### src/hw/lsc_defs.svh
// Constants for the link state control block.
// Assumes inclusion by bare name from the package and the design modules.
`ifndef LSC_DEFS_SVH
`define LSC_DEFS_SVH

// Link state codes.
`define LSC_ST_UNINIT 4'h0
`define LSC_ST_TEI_UNASSIGNED 4'h1
`define LSC_ST_STATE_A 4'h4
`define LSC_ST_AWAITING_ESTABLISHMENT_STATE 4'h5
`define LSC_ST_AWAITING_RELEASE_STATE 4'h6
`define LSC_ST_EST_NORMAL 4'h7

// Frame codes.
`define LSC_FR_NONE 3'h0
`define LSC_FR_SABME 3'h1
`define LSC_FR_UA 3'h2
`define LSC_FR_DM 3'h3
`define LSC_FR_DISC 3'h4
`define LSC_FR_OTHER 3'h5

// Host command codes.
`define LSC_CMD_ESTABLISH 4'h1
`define LSC_CMD_RELEASE 4'h2
`define LSC_CMD_TEI_REMOVE 4'h3
`define LSC_CMD_DEACTIVATE 4'h4
`define LSC_CMD_QUEUE_START 4'h5
`define LSC_CMD_QUEUE_RELINK 4'h6
`define LSC_CMD_TEI_ASSIGN 4'h7

// Semaphore values.
`define LSC_SEM_READY 8'hff
`define LSC_SEM_BUSY 8'h00

// Register byte offsets.
`define LSC_OFF_CMD 12'h000
`define LSC_OFF_SEM 12'h004
`define LSC_OFF_CFG 12'h008
`define LSC_OFF_STATUS 12'h00c
`define LSC_OFF_EVENT 12'h010
`define LSC_OFF_QUEUE 12'h014
`define LSC_OFF_HIGHEST 12'h018
`define LSC_OFF_SEL 12'h01c

// Timer defaults.
`define LSC_CLK_MHZ 25
`define LSC_T200_US 1000000
`define LSC_T203_US 10000000
`define LSC_T200_CYC (`LSC_T200_US * `LSC_CLK_MHZ)
`define LSC_T203_CYC (`LSC_T203_US * `LSC_CLK_MHZ)
`define LSC_N200_DEFAULT 4'h3

// Event bit positions.
`define LSC_EV_EST_IND 0
`define LSC_EV_EST_CONF 1
`define LSC_EV_REL_IND 2
`define LSC_EV_REL_CONF 3
`define LSC_EV_MGMT_ERR 4

`endif

### src/hw/lsc_pkg.sv
// Types shared by the link state control modules.
// Assumes lsc_defs.svh is on the include path.
`include "lsc_defs.svh"

package lsc_pkg;

  typedef enum logic [1:0] {
    LSC_IDLE = 2'b00,
    LSC_EXEC = 2'b01,
    LSC_DONE = 2'b10
  } lsc_seq_t;

  typedef struct packed {
    logic [3:0] state;
    logic [3:0] retx;
    logic peer_busy;
    logic [6:0] vs;
    logic [6:0] vr;
    logic [6:0] va;
    logic active;
    logic t200_run;
    logic t203_run;
    logic [2:0] pend;
  } lsc_link_t;

endpackage

### src/hw/lsc_link_ctrl.sv
// Per-link establishment and release state machine with APB registers.
// Assumes the frame receiver presents decoded unnumbered frames as
// one-cycle strobes and the transmitter accepts one send request per
// cycle; both sit on mclk.
//
// What this block does
// SABME: send UA, establish, indicate
// SABME establish clears counters, restarts T203
// SABME while awaiting release answers DM
// Establish command sends SABME, awaits establishment
// Track highest link number from SABME, establish, release
// UA while awaiting establishment: establish, confirm
// DM while awaiting establishment: stop T200, indicate
// Awaiting states ignore all but UA/DM/SABME/DISC
// T200 expiry resends, restarts, counts (lowest expired link only; dropped when a frame arrives that cycle)
// Count at N200: stop, release and error
// DISC: abort, UA, stop timers, state 4
// DISC while awaiting establishment answers DM
// Release command sends DISC, awaits release
// UA, or DM with final bit, awaiting release: state 4, confirm
// TEI removal moves link to unassigned
// Deactivate stops link, state code 0000
// Deactivate returns semaphore, clears active bit
// Host avoids removing connected links
// Same commands collide: send UA, wait
// Different commands collide: send DM
// DM with final bit ends pending command
// Queue start and relink commands
// TEI unassigned encoded as 1
// Semaphore FF when ready for command
// Per-link state, count, busy, variables
`timescale 1ns/1ns
`include "lsc_defs.svh"

module lsc_link_ctrl #(
  parameter int unsigned LINKS = 4,
  parameter int unsigned LW = 2,
  parameter int unsigned T200_CYC = `LSC_T200_CYC,
  parameter int unsigned T203_CYC = `LSC_T203_CYC
) (
  // Clock and reset.
  input wire logic mclk,
  input wire logic nrst,
  // APB.
  input wire logic psel,
  input wire logic penable,
  input wire logic pwrite,
  input wire logic [11:0] paddr,
  input wire logic [31:0] pwdata,
  output logic [31:0] prdata,
  output logic pready,
  output logic pslverr,
  // Received unnumbered frames.
  input wire logic rx_valid,
  input wire logic [2:0] rx_frame,
  input wire logic rx_final,
  input wire logic [LW-1:0] rx_link,
  // Frames to send and aborts.
  output logic tx_valid,
  output logic [2:0] tx_frame,
  output logic [LW-1:0] tx_link,
  output logic abort_valid,
  output logic [LW-1:0] abort_link,
  // I frame queue linking.
  output logic queue_valid,
  output logic queue_relink,
  output logic [LW-1:0] queue_link,
  output logic [31:0] queue_head
);

  typedef struct packed {
    lsc_pkg::lsc_link_t [LINKS-1:0] link;
    lsc_pkg::lsc_seq_t seq;
    logic [3:0] cmd;
    logic [LW-1:0] cmd_link;
    logic [7:0] sem;
    logic [3:0] n200;
    logic [31:0] qhead;
    logic [LW-1:0] highest;
    logic [LW-1:0] sel;
    logic [4:0] events;
    logic [LW-1:0] ev_link;
    logic tx_valid;
    logic [2:0] tx_frame;
    logic [LW-1:0] tx_link;
    logic abort_valid;
    logic [LW-1:0] abort_link;
    logic queue_valid;
    logic queue_relink;
    logic [LW-1:0] queue_link;
    logic [31:0] queue_head;
  } lsc_ctrl_t;

  lsc_ctrl_t st_reg;
  lsc_ctrl_t st_next;

  logic wr_stb;
  logic rd_stb;
  logic [11:0] addr;
  logic [31:0] wdata;
  logic [31:0] rdata;
  logic decode_ok;
  logic [LINKS-1:0] t200_start;
  logic [LINKS-1:0] t200_stop;
  logic [LINKS-1:0] t200_exp;
  logic [LINKS-1:0] t203_start;
  logic [LINKS-1:0] t203_stop;

  ////////////////////////////////////////////////////////////////////////
  // Register bus.

  lsc_apb u_apb (
    .mclk(mclk),
    .nrst(nrst),
    .psel(psel),
    .penable(penable),
    .pwrite(pwrite),
    .paddr(paddr),
    .pwdata(pwdata),
    .prdata(prdata),
    .pready(pready),
    .pslverr(pslverr),
    .wr_stb(wr_stb),
    .rd_stb(rd_stb),
    .addr(addr),
    .wdata(wdata),
    .rdata(rdata),
    .decode_ok(decode_ok)
  );

  function automatic logic is_reg(input logic [11:0] a);
    case (a)
      `LSC_OFF_CMD, `LSC_OFF_SEM, `LSC_OFF_CFG, `LSC_OFF_STATUS,
      `LSC_OFF_EVENT, `LSC_OFF_QUEUE, `LSC_OFF_HIGHEST,
      `LSC_OFF_SEL: is_reg = 1'b1;
      default: is_reg = 1'b0;
    endcase
  endfunction

  assign decode_ok = is_reg(addr);

  always_comb begin
    lsc_pkg::lsc_link_t s;
    s = st_reg.link[st_reg.sel];
    case (addr)
      `LSC_OFF_CMD: rdata = {20'h00000, 4'h0, 2'(st_reg.cmd_link),
                             2'h0, st_reg.cmd};
      `LSC_OFF_SEM: rdata = {24'h000000, st_reg.sem};
      `LSC_OFF_CFG: rdata = {28'h0000000, st_reg.n200};
      `LSC_OFF_STATUS: rdata = {1'h0, s.active, s.peer_busy, s.va,
                                s.vr, s.vs, s.retx, s.state};
      `LSC_OFF_EVENT: rdata = {22'h000000, 2'(st_reg.ev_link),
                               3'h0, st_reg.events};
      `LSC_OFF_QUEUE: rdata = st_reg.qhead;
      `LSC_OFF_HIGHEST: rdata = {30'h00000000, 2'(st_reg.highest)};
      `LSC_OFF_SEL: rdata = {30'h00000000, 2'(st_reg.sel)};
      default: rdata = 32'h0000_0000;
    endcase
  end

  ////////////////////////////////////////////////////////////////////////
  // Timers, one pair per link.

  genvar g;
  generate
    for (g = 0; g < LINKS; g++) begin : g_tmr
      lsc_timer u_t200 (
        .mclk(mclk),
        .nrst(nrst),
        .start(t200_start[g]),
        .stop(t200_stop[g]),
        .period(T200_CYC),
        .expired(t200_exp[g])
      );
      lsc_timer u_t203 (
        .mclk(mclk),
        .nrst(nrst),
        .start(t203_start[g]),
        .stop(t203_stop[g]),
        .period(T203_CYC),
        .expired()
      );
    end
  endgenerate

  ////////////////////////////////////////////////////////////////////////
  // Link state machine.

  function automatic lsc_pkg::lsc_link_t clr_vars(
      input lsc_pkg::lsc_link_t l);
    lsc_pkg::lsc_link_t r;
    r = l;
    r.peer_busy = 1'b0;
    r.vs = 7'h00;
    r.vr = 7'h00;
    r.va = 7'h00;
    return r;
  endfunction

  always_comb begin
    lsc_pkg::lsc_link_t l;
    logic [LW-1:0] k;
    logic frame_done;
    l = '0;
    k = '0;
    frame_done = 1'b0;
    st_next = st_reg;
    st_next.tx_valid = 1'b0;
    st_next.abort_valid = 1'b0;
    st_next.queue_valid = 1'b0;
    t200_start = '0;
    t200_stop = '0;
    t203_start = '0;
    t203_stop = '0;

    // Received frames take priority; a command waits one cycle.
    if (rx_valid) begin
      k = rx_link;
      l = st_reg.link[k];
      frame_done = 1'b1;
      case (rx_frame)
        `LSC_FR_SABME: begin
          if (l.state == `LSC_ST_AWAITING_RELEASE_STATE) begin
            // Refuse with DM
            // Different collision DM
            st_next.tx_frame = `LSC_FR_DM;
          end else if (l.state == `LSC_ST_AWAITING_ESTABLISHMENT_STATE) begin
            // Same collision UA
            st_next.tx_frame = `LSC_FR_UA;
          end else begin
            // Accept with UA
            st_next.tx_frame = `LSC_FR_UA;
            // Clear and restart T203
            l = clr_vars(l);
            l.retx = 4'h0;
            l.state = `LSC_ST_EST_NORMAL;
            l.t203_run = 1'b1;
            t203_start[k] = 1'b1;
            st_next.events = 5'h01 << `LSC_EV_EST_IND;
            st_next.ev_link = k;
            // Highest link
            if (k > st_reg.highest) st_next.highest = k;
          end
          st_next.tx_valid = 1'b1;
          st_next.tx_link = k;
        end
        `LSC_FR_DISC: begin
          st_next.tx_valid = 1'b1;
          st_next.tx_link = k;
          if (l.state == `LSC_ST_AWAITING_ESTABLISHMENT_STATE) begin
            // DM, state kept
            // Different collision DM
            st_next.tx_frame = `LSC_FR_DM;
          end else if (l.state == `LSC_ST_AWAITING_RELEASE_STATE) begin
            // Same collision UA
            st_next.tx_frame = `LSC_FR_UA;
          end else begin
            // Abort, UA, release
            st_next.tx_frame = `LSC_FR_UA;
            st_next.abort_valid = 1'b1;
            st_next.abort_link = k;
            t200_stop[k] = 1'b1;
            t203_stop[k] = 1'b1;
            l.t200_run = 1'b0;
            l.t203_run = 1'b0;
            l.state = `LSC_ST_STATE_A;
            st_next.events = 5'h01 << `LSC_EV_REL_IND;
            st_next.ev_link = k;
          end
        end
        `LSC_FR_UA, `LSC_FR_DM: begin
          if (l.state == `LSC_ST_AWAITING_ESTABLISHMENT_STATE) begin
            t200_stop[k] = 1'b1;
            l.t200_run = 1'b0;
            st_next.ev_link = k;
            if (rx_frame == `LSC_FR_UA) begin
              // Confirm establishment
              l = clr_vars(l);
              l.state = `LSC_ST_EST_NORMAL;
              st_next.events = 5'h01 << `LSC_EV_EST_CONF;
            end else begin
              // Stop T200, indicate
              // DM after SABME
              l.state = `LSC_ST_STATE_A;
              st_next.events = 5'h01 << `LSC_EV_REL_IND;
            end
          end else if (l.state == `LSC_ST_AWAITING_RELEASE_STATE &&
                       (rx_frame == `LSC_FR_UA || rx_final)) begin
            // Confirm release
            // DM after DISC
            t200_stop[k] = 1'b1;
            l.t200_run = 1'b0;
            l.state = `LSC_ST_STATE_A;
            st_next.events = 5'h01 << `LSC_EV_REL_CONF;
            st_next.ev_link = k;
          end
        end
        // Others ignored
        default: frame_done = 1'b1;
      endcase
      st_next.link[k] = l;
    end else if (|t200_exp) begin
      for (int i = 0; i < LINKS; i++) begin
        if (t200_exp[i] && !frame_done) begin
          frame_done = 1'b1;
          k = LW'(i);
          l = st_reg.link[k];
          if (l.state == `LSC_ST_AWAITING_ESTABLISHMENT_STATE ||
              l.state == `LSC_ST_AWAITING_RELEASE_STATE) begin
            if (l.retx + 4'h1 >= st_reg.n200) begin
              // Give up
              l.t200_run = 1'b0;
              l.retx = st_reg.n200;
              l.state = `LSC_ST_STATE_A;
              st_next.events = (5'h01 << `LSC_EV_REL_IND) |
                               (5'h01 << `LSC_EV_MGMT_ERR);
              st_next.ev_link = k;
            end else begin
              // Resend and count
              l.retx = l.retx + 4'h1;
              t200_start[k] = 1'b1;
              st_next.tx_valid = 1'b1;
              st_next.tx_link = k;
              st_next.tx_frame = (l.state == `LSC_ST_AWAITING_ESTABLISHMENT_STATE) ?
                                 `LSC_FR_SABME : `LSC_FR_DISC;
            end
          end
          st_next.link[k] = l;
        end
      end
    end else begin
      case (st_reg.seq)
        lsc_pkg::LSC_EXEC: begin
          k = st_reg.cmd_link;
          l = st_reg.link[k];
          st_next.seq = lsc_pkg::LSC_DONE;
          case (st_reg.cmd)
            `LSC_CMD_ESTABLISH, `LSC_CMD_RELEASE: begin
              // Send SABME
              // Send DISC
              st_next.tx_valid = 1'b1;
              st_next.tx_link = k;
              st_next.tx_frame = (st_reg.cmd == `LSC_CMD_ESTABLISH) ?
                                 `LSC_FR_SABME : `LSC_FR_DISC;
              t200_start[k] = 1'b1;
              l.t200_run = 1'b1;
              l.retx = 4'h0;
              l.active = 1'b1;
              l.state = (st_reg.cmd == `LSC_CMD_ESTABLISH) ?
                        `LSC_ST_AWAITING_ESTABLISHMENT_STATE : `LSC_ST_AWAITING_RELEASE_STATE;
              // Highest link
              if (k > st_reg.highest) st_next.highest = k;
            end
            `LSC_CMD_TEI_ASSIGN: begin
              l.active = 1'b1;
              if (l.state == `LSC_ST_TEI_UNASSIGNED ||
                  l.state == `LSC_ST_UNINIT) begin
                l.state = `LSC_ST_STATE_A;
              end
            end
            // Remove TEI
            // Unassigned code 1
            `LSC_CMD_TEI_REMOVE: l.state = `LSC_ST_TEI_UNASSIGNED;
            `LSC_CMD_DEACTIVATE: begin
              // Uninitialized state
              // Clear active bit
              t200_stop[k] = 1'b1;
              t203_stop[k] = 1'b1;
              st_next.abort_valid = 1'b1;
              st_next.abort_link = k;
              l = '0;
            end
            `LSC_CMD_QUEUE_START, `LSC_CMD_QUEUE_RELINK: begin
              // Link I queue
              st_next.queue_valid = 1'b1;
              st_next.queue_relink = (st_reg.cmd == `LSC_CMD_QUEUE_RELINK);
              st_next.queue_link = k;
              st_next.queue_head = st_reg.qhead;
            end
            default: st_next.seq = lsc_pkg::LSC_DONE;
          endcase
          st_next.link[k] = l;
        end
        lsc_pkg::LSC_DONE: begin
          // Ready again
          // Semaphore back
          st_next.sem = `LSC_SEM_READY;
          st_next.seq = lsc_pkg::LSC_IDLE;
        end
        default: st_next.seq = lsc_pkg::LSC_IDLE;
      endcase
    end

    // Per-link context
    if (wr_stb) begin
      case (addr)
        `LSC_OFF_CMD: begin
          if (st_reg.sem == `LSC_SEM_READY) begin
            st_next.cmd = wdata[3:0];
            st_next.cmd_link = wdata[8 +: LW];
            st_next.sem = `LSC_SEM_BUSY;
            st_next.seq = lsc_pkg::LSC_EXEC;
          end
        end
        `LSC_OFF_CFG: st_next.n200 = wdata[3:0];
        `LSC_OFF_QUEUE: st_next.qhead = wdata;
        `LSC_OFF_SEL: st_next.sel = wdata[LW-1:0];
        default: st_next.qhead = st_next.qhead;
      endcase
    end
    // Hardware-set event bits win over the read-to-clear, unless they equal the bits already held.
    if (rd_stb && addr == `LSC_OFF_EVENT &&
        st_next.events == st_reg.events) begin
      st_next.events = 5'h00;
    end else if (st_next.events != st_reg.events) begin
      st_next.events = st_next.events | st_reg.events;
    end
  end

  always_ff @(posedge mclk or negedge nrst) begin
    if (!nrst) begin
      st_reg <= '0;
      st_reg.sem <= `LSC_SEM_READY;
      st_reg.n200 <= `LSC_N200_DEFAULT;
    end else begin
      st_reg <= st_next;
    end
  end

  assign tx_valid = st_reg.tx_valid;
  assign tx_frame = st_reg.tx_frame;
  assign tx_link = st_reg.tx_link;
  assign abort_valid = st_reg.abort_valid;
  assign abort_link = st_reg.abort_link;
  assign queue_valid = st_reg.queue_valid;
  assign queue_relink = st_reg.queue_relink;
  assign queue_link = st_reg.queue_link;
  assign queue_head = st_reg.queue_head;

endmodule

### src/hw/lsc_timer.sv
// Per-link down counter for T200 or T203.
// Assumes start and stop come from logic on mclk.
`timescale 1ns/1ns
`include "lsc_defs.svh"

module lsc_timer #(
  parameter int unsigned CNT_W = 32
) (
  // Clock and reset.
  input wire logic mclk,
  input wire logic nrst,
  // Control.
  input wire logic start,
  input wire logic stop,
  input wire logic [CNT_W-1:0] period,
  // Status.
  output logic expired
);

  typedef struct packed {
    logic [CNT_W-1:0] count;
    logic running;
    logic expired;
  } lsc_timer_t;

  lsc_timer_t st_reg;
  lsc_timer_t st_next;

  always_comb begin
    st_next = st_reg;
    st_next.expired = 1'b0;
    if (start) begin
      st_next.count = period;
      st_next.running = 1'b1;
    end else if (stop) begin
      st_next.running = 1'b0;
    end else if (st_reg.running) begin
      if (st_reg.count <= CNT_W'(1)) begin
        st_next.running = 1'b0;
        st_next.expired = 1'b1;
      end else begin
        st_next.count = st_reg.count - CNT_W'(1);
      end
    end
  end

  always_ff @(posedge mclk or negedge nrst) begin
    if (!nrst) begin
      st_reg <= '0;
    end else begin
      st_reg <= st_next;
    end
  end

  assign expired = st_reg.expired;

endmodule

### src/hw/lsc_apb.sv
// APB slave front end with no wait states.
// Assumes an APB master on mclk.
`timescale 1ns/1ns

module lsc_apb (
  // Clock and reset.
  input wire logic mclk,
  input wire logic nrst,
  // APB.
  input wire logic psel,
  input wire logic penable,
  input wire logic pwrite,
  input wire logic [11:0] paddr,
  input wire logic [31:0] pwdata,
  output logic [31:0] prdata,
  output logic pready,
  output logic pslverr,
  // Register side.
  output logic wr_stb,
  output logic rd_stb,
  output logic [11:0] addr,
  output logic [31:0] wdata,
  input wire logic [31:0] rdata,
  input wire logic decode_ok
);

  typedef struct packed {
    logic [31:0] prdata;
  } lsc_apb_t;

  lsc_apb_t st_reg;
  lsc_apb_t st_next;

  always_comb begin
    st_next = st_reg;
    if (psel && !penable && !pwrite) begin
      st_next.prdata = decode_ok ? rdata : 32'h0000_0000;
    end
  end

  always_ff @(posedge mclk or negedge nrst) begin
    if (!nrst) begin
      st_reg <= '0;
    end else begin
      st_reg <= st_next;
    end
  end

  // Read data is captured in setup so the access phase needs no wait.
  assign prdata = st_reg.prdata;
  assign pready = 1'b1;
  assign pslverr = psel && penable && !decode_ok;
  assign wr_stb = psel && penable && pwrite && decode_ok;
  assign rd_stb = psel && penable && !pwrite && decode_ok;
  assign addr = paddr;
  assign wdata = pwdata;

endmodule

### config.mk
export PLATFORM = sky130hd
export DESIGN_NAME = lsc_link_ctrl
export DESIGN_NICKNAME = d
export VERILOG_FILES = /design/src/hw/lsc_pkg.sv /design/src/hw/lsc_link_ctrl.sv /design/src/hw/lsc_timer.sv /design/src/hw/lsc_apb.sv
export VERILOG_INCLUDE_DIRS = /design/src /design/src/hw
export SDC_FILE = /design/constraint.sdc
export NUM_CORES = 1
export LEC_CHECK = 0
export BUFFER_PORTS_ARGS = -buffer_cell sky130_fd_sc_hd__clkbuf_2
export CAP_MARGIN = 20
export CORE_ASPECT_RATIO = 0.6
export CORE_UTILIZATION = 62
export DETAILED_ROUTE_END_ITERATION = 16
export PLACE_DENSITY = 0.81
export REMOVE_ABC_BUFFERS = 1
export SLEW_MARGIN = 5
export SYNTH_ARGS = -nofsm -noshare
export SYNTH_HDL_FRONTEND = slang
export SYNTH_SLANG_ARGS = --single-unit
### constraint.sdc
create_clock -name mclk -period 6.05 [get_ports mclk]
set_clock_uncertainty 0.2 [all_clocks]
set_input_delay 0.3025 -clock mclk [delete_from_list [all_inputs] [get_ports mclk]]
set_output_delay 0.3025 -clock mclk [all_outputs]
set_load 0.02 [all_outputs]
==> flow_summary.ini <==
[critical_path]
crit_path_frequent_cell = ha_1
crit_chain = ha_1 -> xor2_1 -> ha_1 -> nand2_1 -> o21ai_0 -> nand3_1 -> a31oi_1 -> a221oi_1 -> ha_1 -> or4_1 -> nor3_1 -> nor4bb_1 -> nor3_1 -> o211ai_1 -> o21ai_0
slowest_stage = o21ai_0
cp_max_fo = 8
start_kind = register
r2r_slack_ns = 0.79
critical-path-max-stage-delay_ns = 0.78
end_kind = register
cp.arrival_ns = 5.49
worstSetupPathType = reg -> reg
required_ns = 6.28

[yosys]
synthAdderAreaFrac_pct = 1.96
synth_compound_area_share_pct = 15.0
synth_edf_count = 0
netlist_instances = 2536
synth_top_area_share_pct = 41.2
avgSynthCellArea_um2 = 9.33
ys_ff_latch = 400
synth_top_family_by_area = simple AND/OR/NAND/NOR gates
yosys_warnings = 0
synth_ff_type = dfrtp_1
syn-cell-area_um2 = 23700
synth.area.mux_share_pct = 11.3
synth_xor_xnor_area_share_pct = 3.82
synth-simple-area-share_pct = 21.0
synth_top_area_cell = dfrtp_1
synthArstFlopShare_pct = 100
yosys-top-cells-area = dfrtp_1, mux4_2, nand2_1
ys_seq_area_share_pct = 42.3
synth_cell_types = 83

[finish]
regArea_um2 = 10000
num-fill-cells = 2825
final_common_cell = dfrtp_1
area_growth_pct = 10.8
layout_common_cells = dfrtp_1, nand2_1, nor2_1, a21oi_1, o21ai_0
drive_above_1_share_pct = 16.6
layout.nets = 2695
multiInputGateArea_um2 = 12700
largest_reg_flops = 187
final_cell_area_um2 = 26200
finalNonFillerCells = 3143

[placed_design]
placed_area_um2 = 24600
placed_cells = 3040
io_buffers = 133
routabilityCongestion = 1.03
dp_hpwl_um = 50700

[power_and_ir_drop]
clkPwrFrac_pct = 40.0
switching_power_mw = 1.76
pwr-share-seq_pct = 47.0
power_density_nw_per_um2 = 237
swShare_pct = 28.2
p_total_mw = 6.22
p_leak_nw = 11.8
peakVddDrop_v = 0.000163
comb_power_share_pct = 13.0
intPower_mw = 4.47

[detailed_routing]
wire_per_inst_um = 23.7
vias = 21500
ant_nets = 0
drt_iter0_drc = 2913
finalWirelength_um = 74600
vias_per_cell = 6.83
drc = 4
dr.pass1.iters = 13

[sta]
whs_ns = 0.101
max_slew_margin_pct = 14.1
min_period_ns = 5.26
slew_viol_final = 0
period_share_pct = 87.0
hold_viol = 0
setup_viol_count_final = 0
fmax_mhz = 190
tightest_slew_ns = 1.29
finalSetupTns_ns = 0
rsz0062_at_grt = false

[global_routing]
antenna_found_initial = 3
grt_max_degree = 152
track_usage_pct = 38.4
globalRouteOverflowTotal = 0
grt_pass1_wl_um = 116000
grt_pass1_vias = 20600

[floorplanning]
dieArea_um2 = 39000
design.core.area_um2 = 37600
io_pins = 135
start_util_pct = 62.9
dieWidth_um = 254
rows = 55
die_h_um = 153

[clock_network]
cts_tree = done
cts_sinks = 400
tritoncts.num_buffers = 39
cts_resized = 0
clockBufferDepth = 3
cts_root_buf = clkbuf_16
ctsHtreeMaxLevel = 2
clk_pin_slew_ns = 0.06
insertion_delay_ns = 0.56

[outcome]
violations = DRC
status = complete, but fails checks

[min_path]
hp-class = in -> async

[job]
max_cap_viol_count = 0
[worst max-delay path: cells and delay by family, from the launching register on]
kind	cells	cell delay, ns
DFF	1	0.48
AOI/OAI and AO/OA	5	1.67
xor gates and xnor gates	1	0.15
and+or+nand+nor	6	1.79
adders and majority gates	3	0.84
[metal layers]
layer,up-vias,GRT usage [%],wire length (µm)
li1,9296,-,-
met1,10300,55.7,30500
met2,1581,52.2,30200
met3,247,15.8,11400
met4,2,12.3,2530
met5,-,0,11
[area by class of cell]
cell class	instances	share of cell area [%]
flip-flops and latches	400	38.2
well taps	513	2.45
clock buffers	57	4.37
multi-input cells	1898	48.3
diodes	2	0.0191
repair buffers	222	5.60
inverters	41	0.587
clock inverters	10	0.449
[synthesized netlist by cell type (13+ instances only)]
cell      count
o31ai_1      33
a21oi_1     164
a31oi_1      16
buf_4        44
a21o_1       15
a22oi_1      44
mux4_2       90
dfrtp_1     390
ha_1         37
or3_1        30
buf_1        18
nand2_1     386
xor2_1       37
clkbuf_1    123
o211ai_1     16
o21ai_0     154
or4_1        43
nor3_1       72
mux2_2       47
inv_1        40
nor2_1      253
nand2b_1     22
nor4_1       41
xnor2_1      63
nand3b_1     13
nand3_1      49
nor2b_1      37
nand4_1      21
a211oi_1     13
[path summary, 6_finish.rpt]
path                               startpoint             end  cells after the start
worst max-delay path              st_reg[208]      st_reg[51]                     15
worst min-delay path                     nrst  queue_head[31]                      2
worst max register to register    st_reg[208]      st_reg[51]                     15
worst min register to register  queue_head[6]   queue_head[6]                      2
max in group asynchronous                nrst     st_reg[121]                      3
min in group mclk                  rx_link[0]   abort_link[0]                      3
[logic make-up (layout without fill, tap and decap cells)]
logic type                 after synthesis  count (layout)
AOI/OAI and AO/OA                      568             568
muxes                                  147             147
buffers and inverters                  238             330
xor gates and xnor gates               101             101
DFF                                    400             400
other                                    1               3
adders and majority gates               37              37
and+or+nand+nor                       1044            1044
[timing repair]
item                      CTS  global route
hold endpoints to repair  118             0
hold buffers               33             0
setup buffers               0             0
[power by group through the flow]
| stage | sequential [mW] | clock, mW | combinational, mW |
|---|---|---|---|
| CTS | 2.91 | 2.51 | 0.786 |
| floorplan | 2.92 | 0 | 0.469 |
| global placement | 2.96 | 0 | 0.745 |
| detailed placement | 2.96 | 0 | 0.764 |
| finish | 2.93 | 2.49 | 0.811 |
| global route | 2.93 | 2.61 | 0.885 |
[per-stage QoR]
step	setup slack, ns	util, %
global route	0.591	69.6
finish	0.786	69.6
detailed placement	1.06	65.4
CTS	1.12	69.6
floorplan	1.42	-
global placement	1.13	65.3
Note: power is estimated with default switching activity, not from simulation.
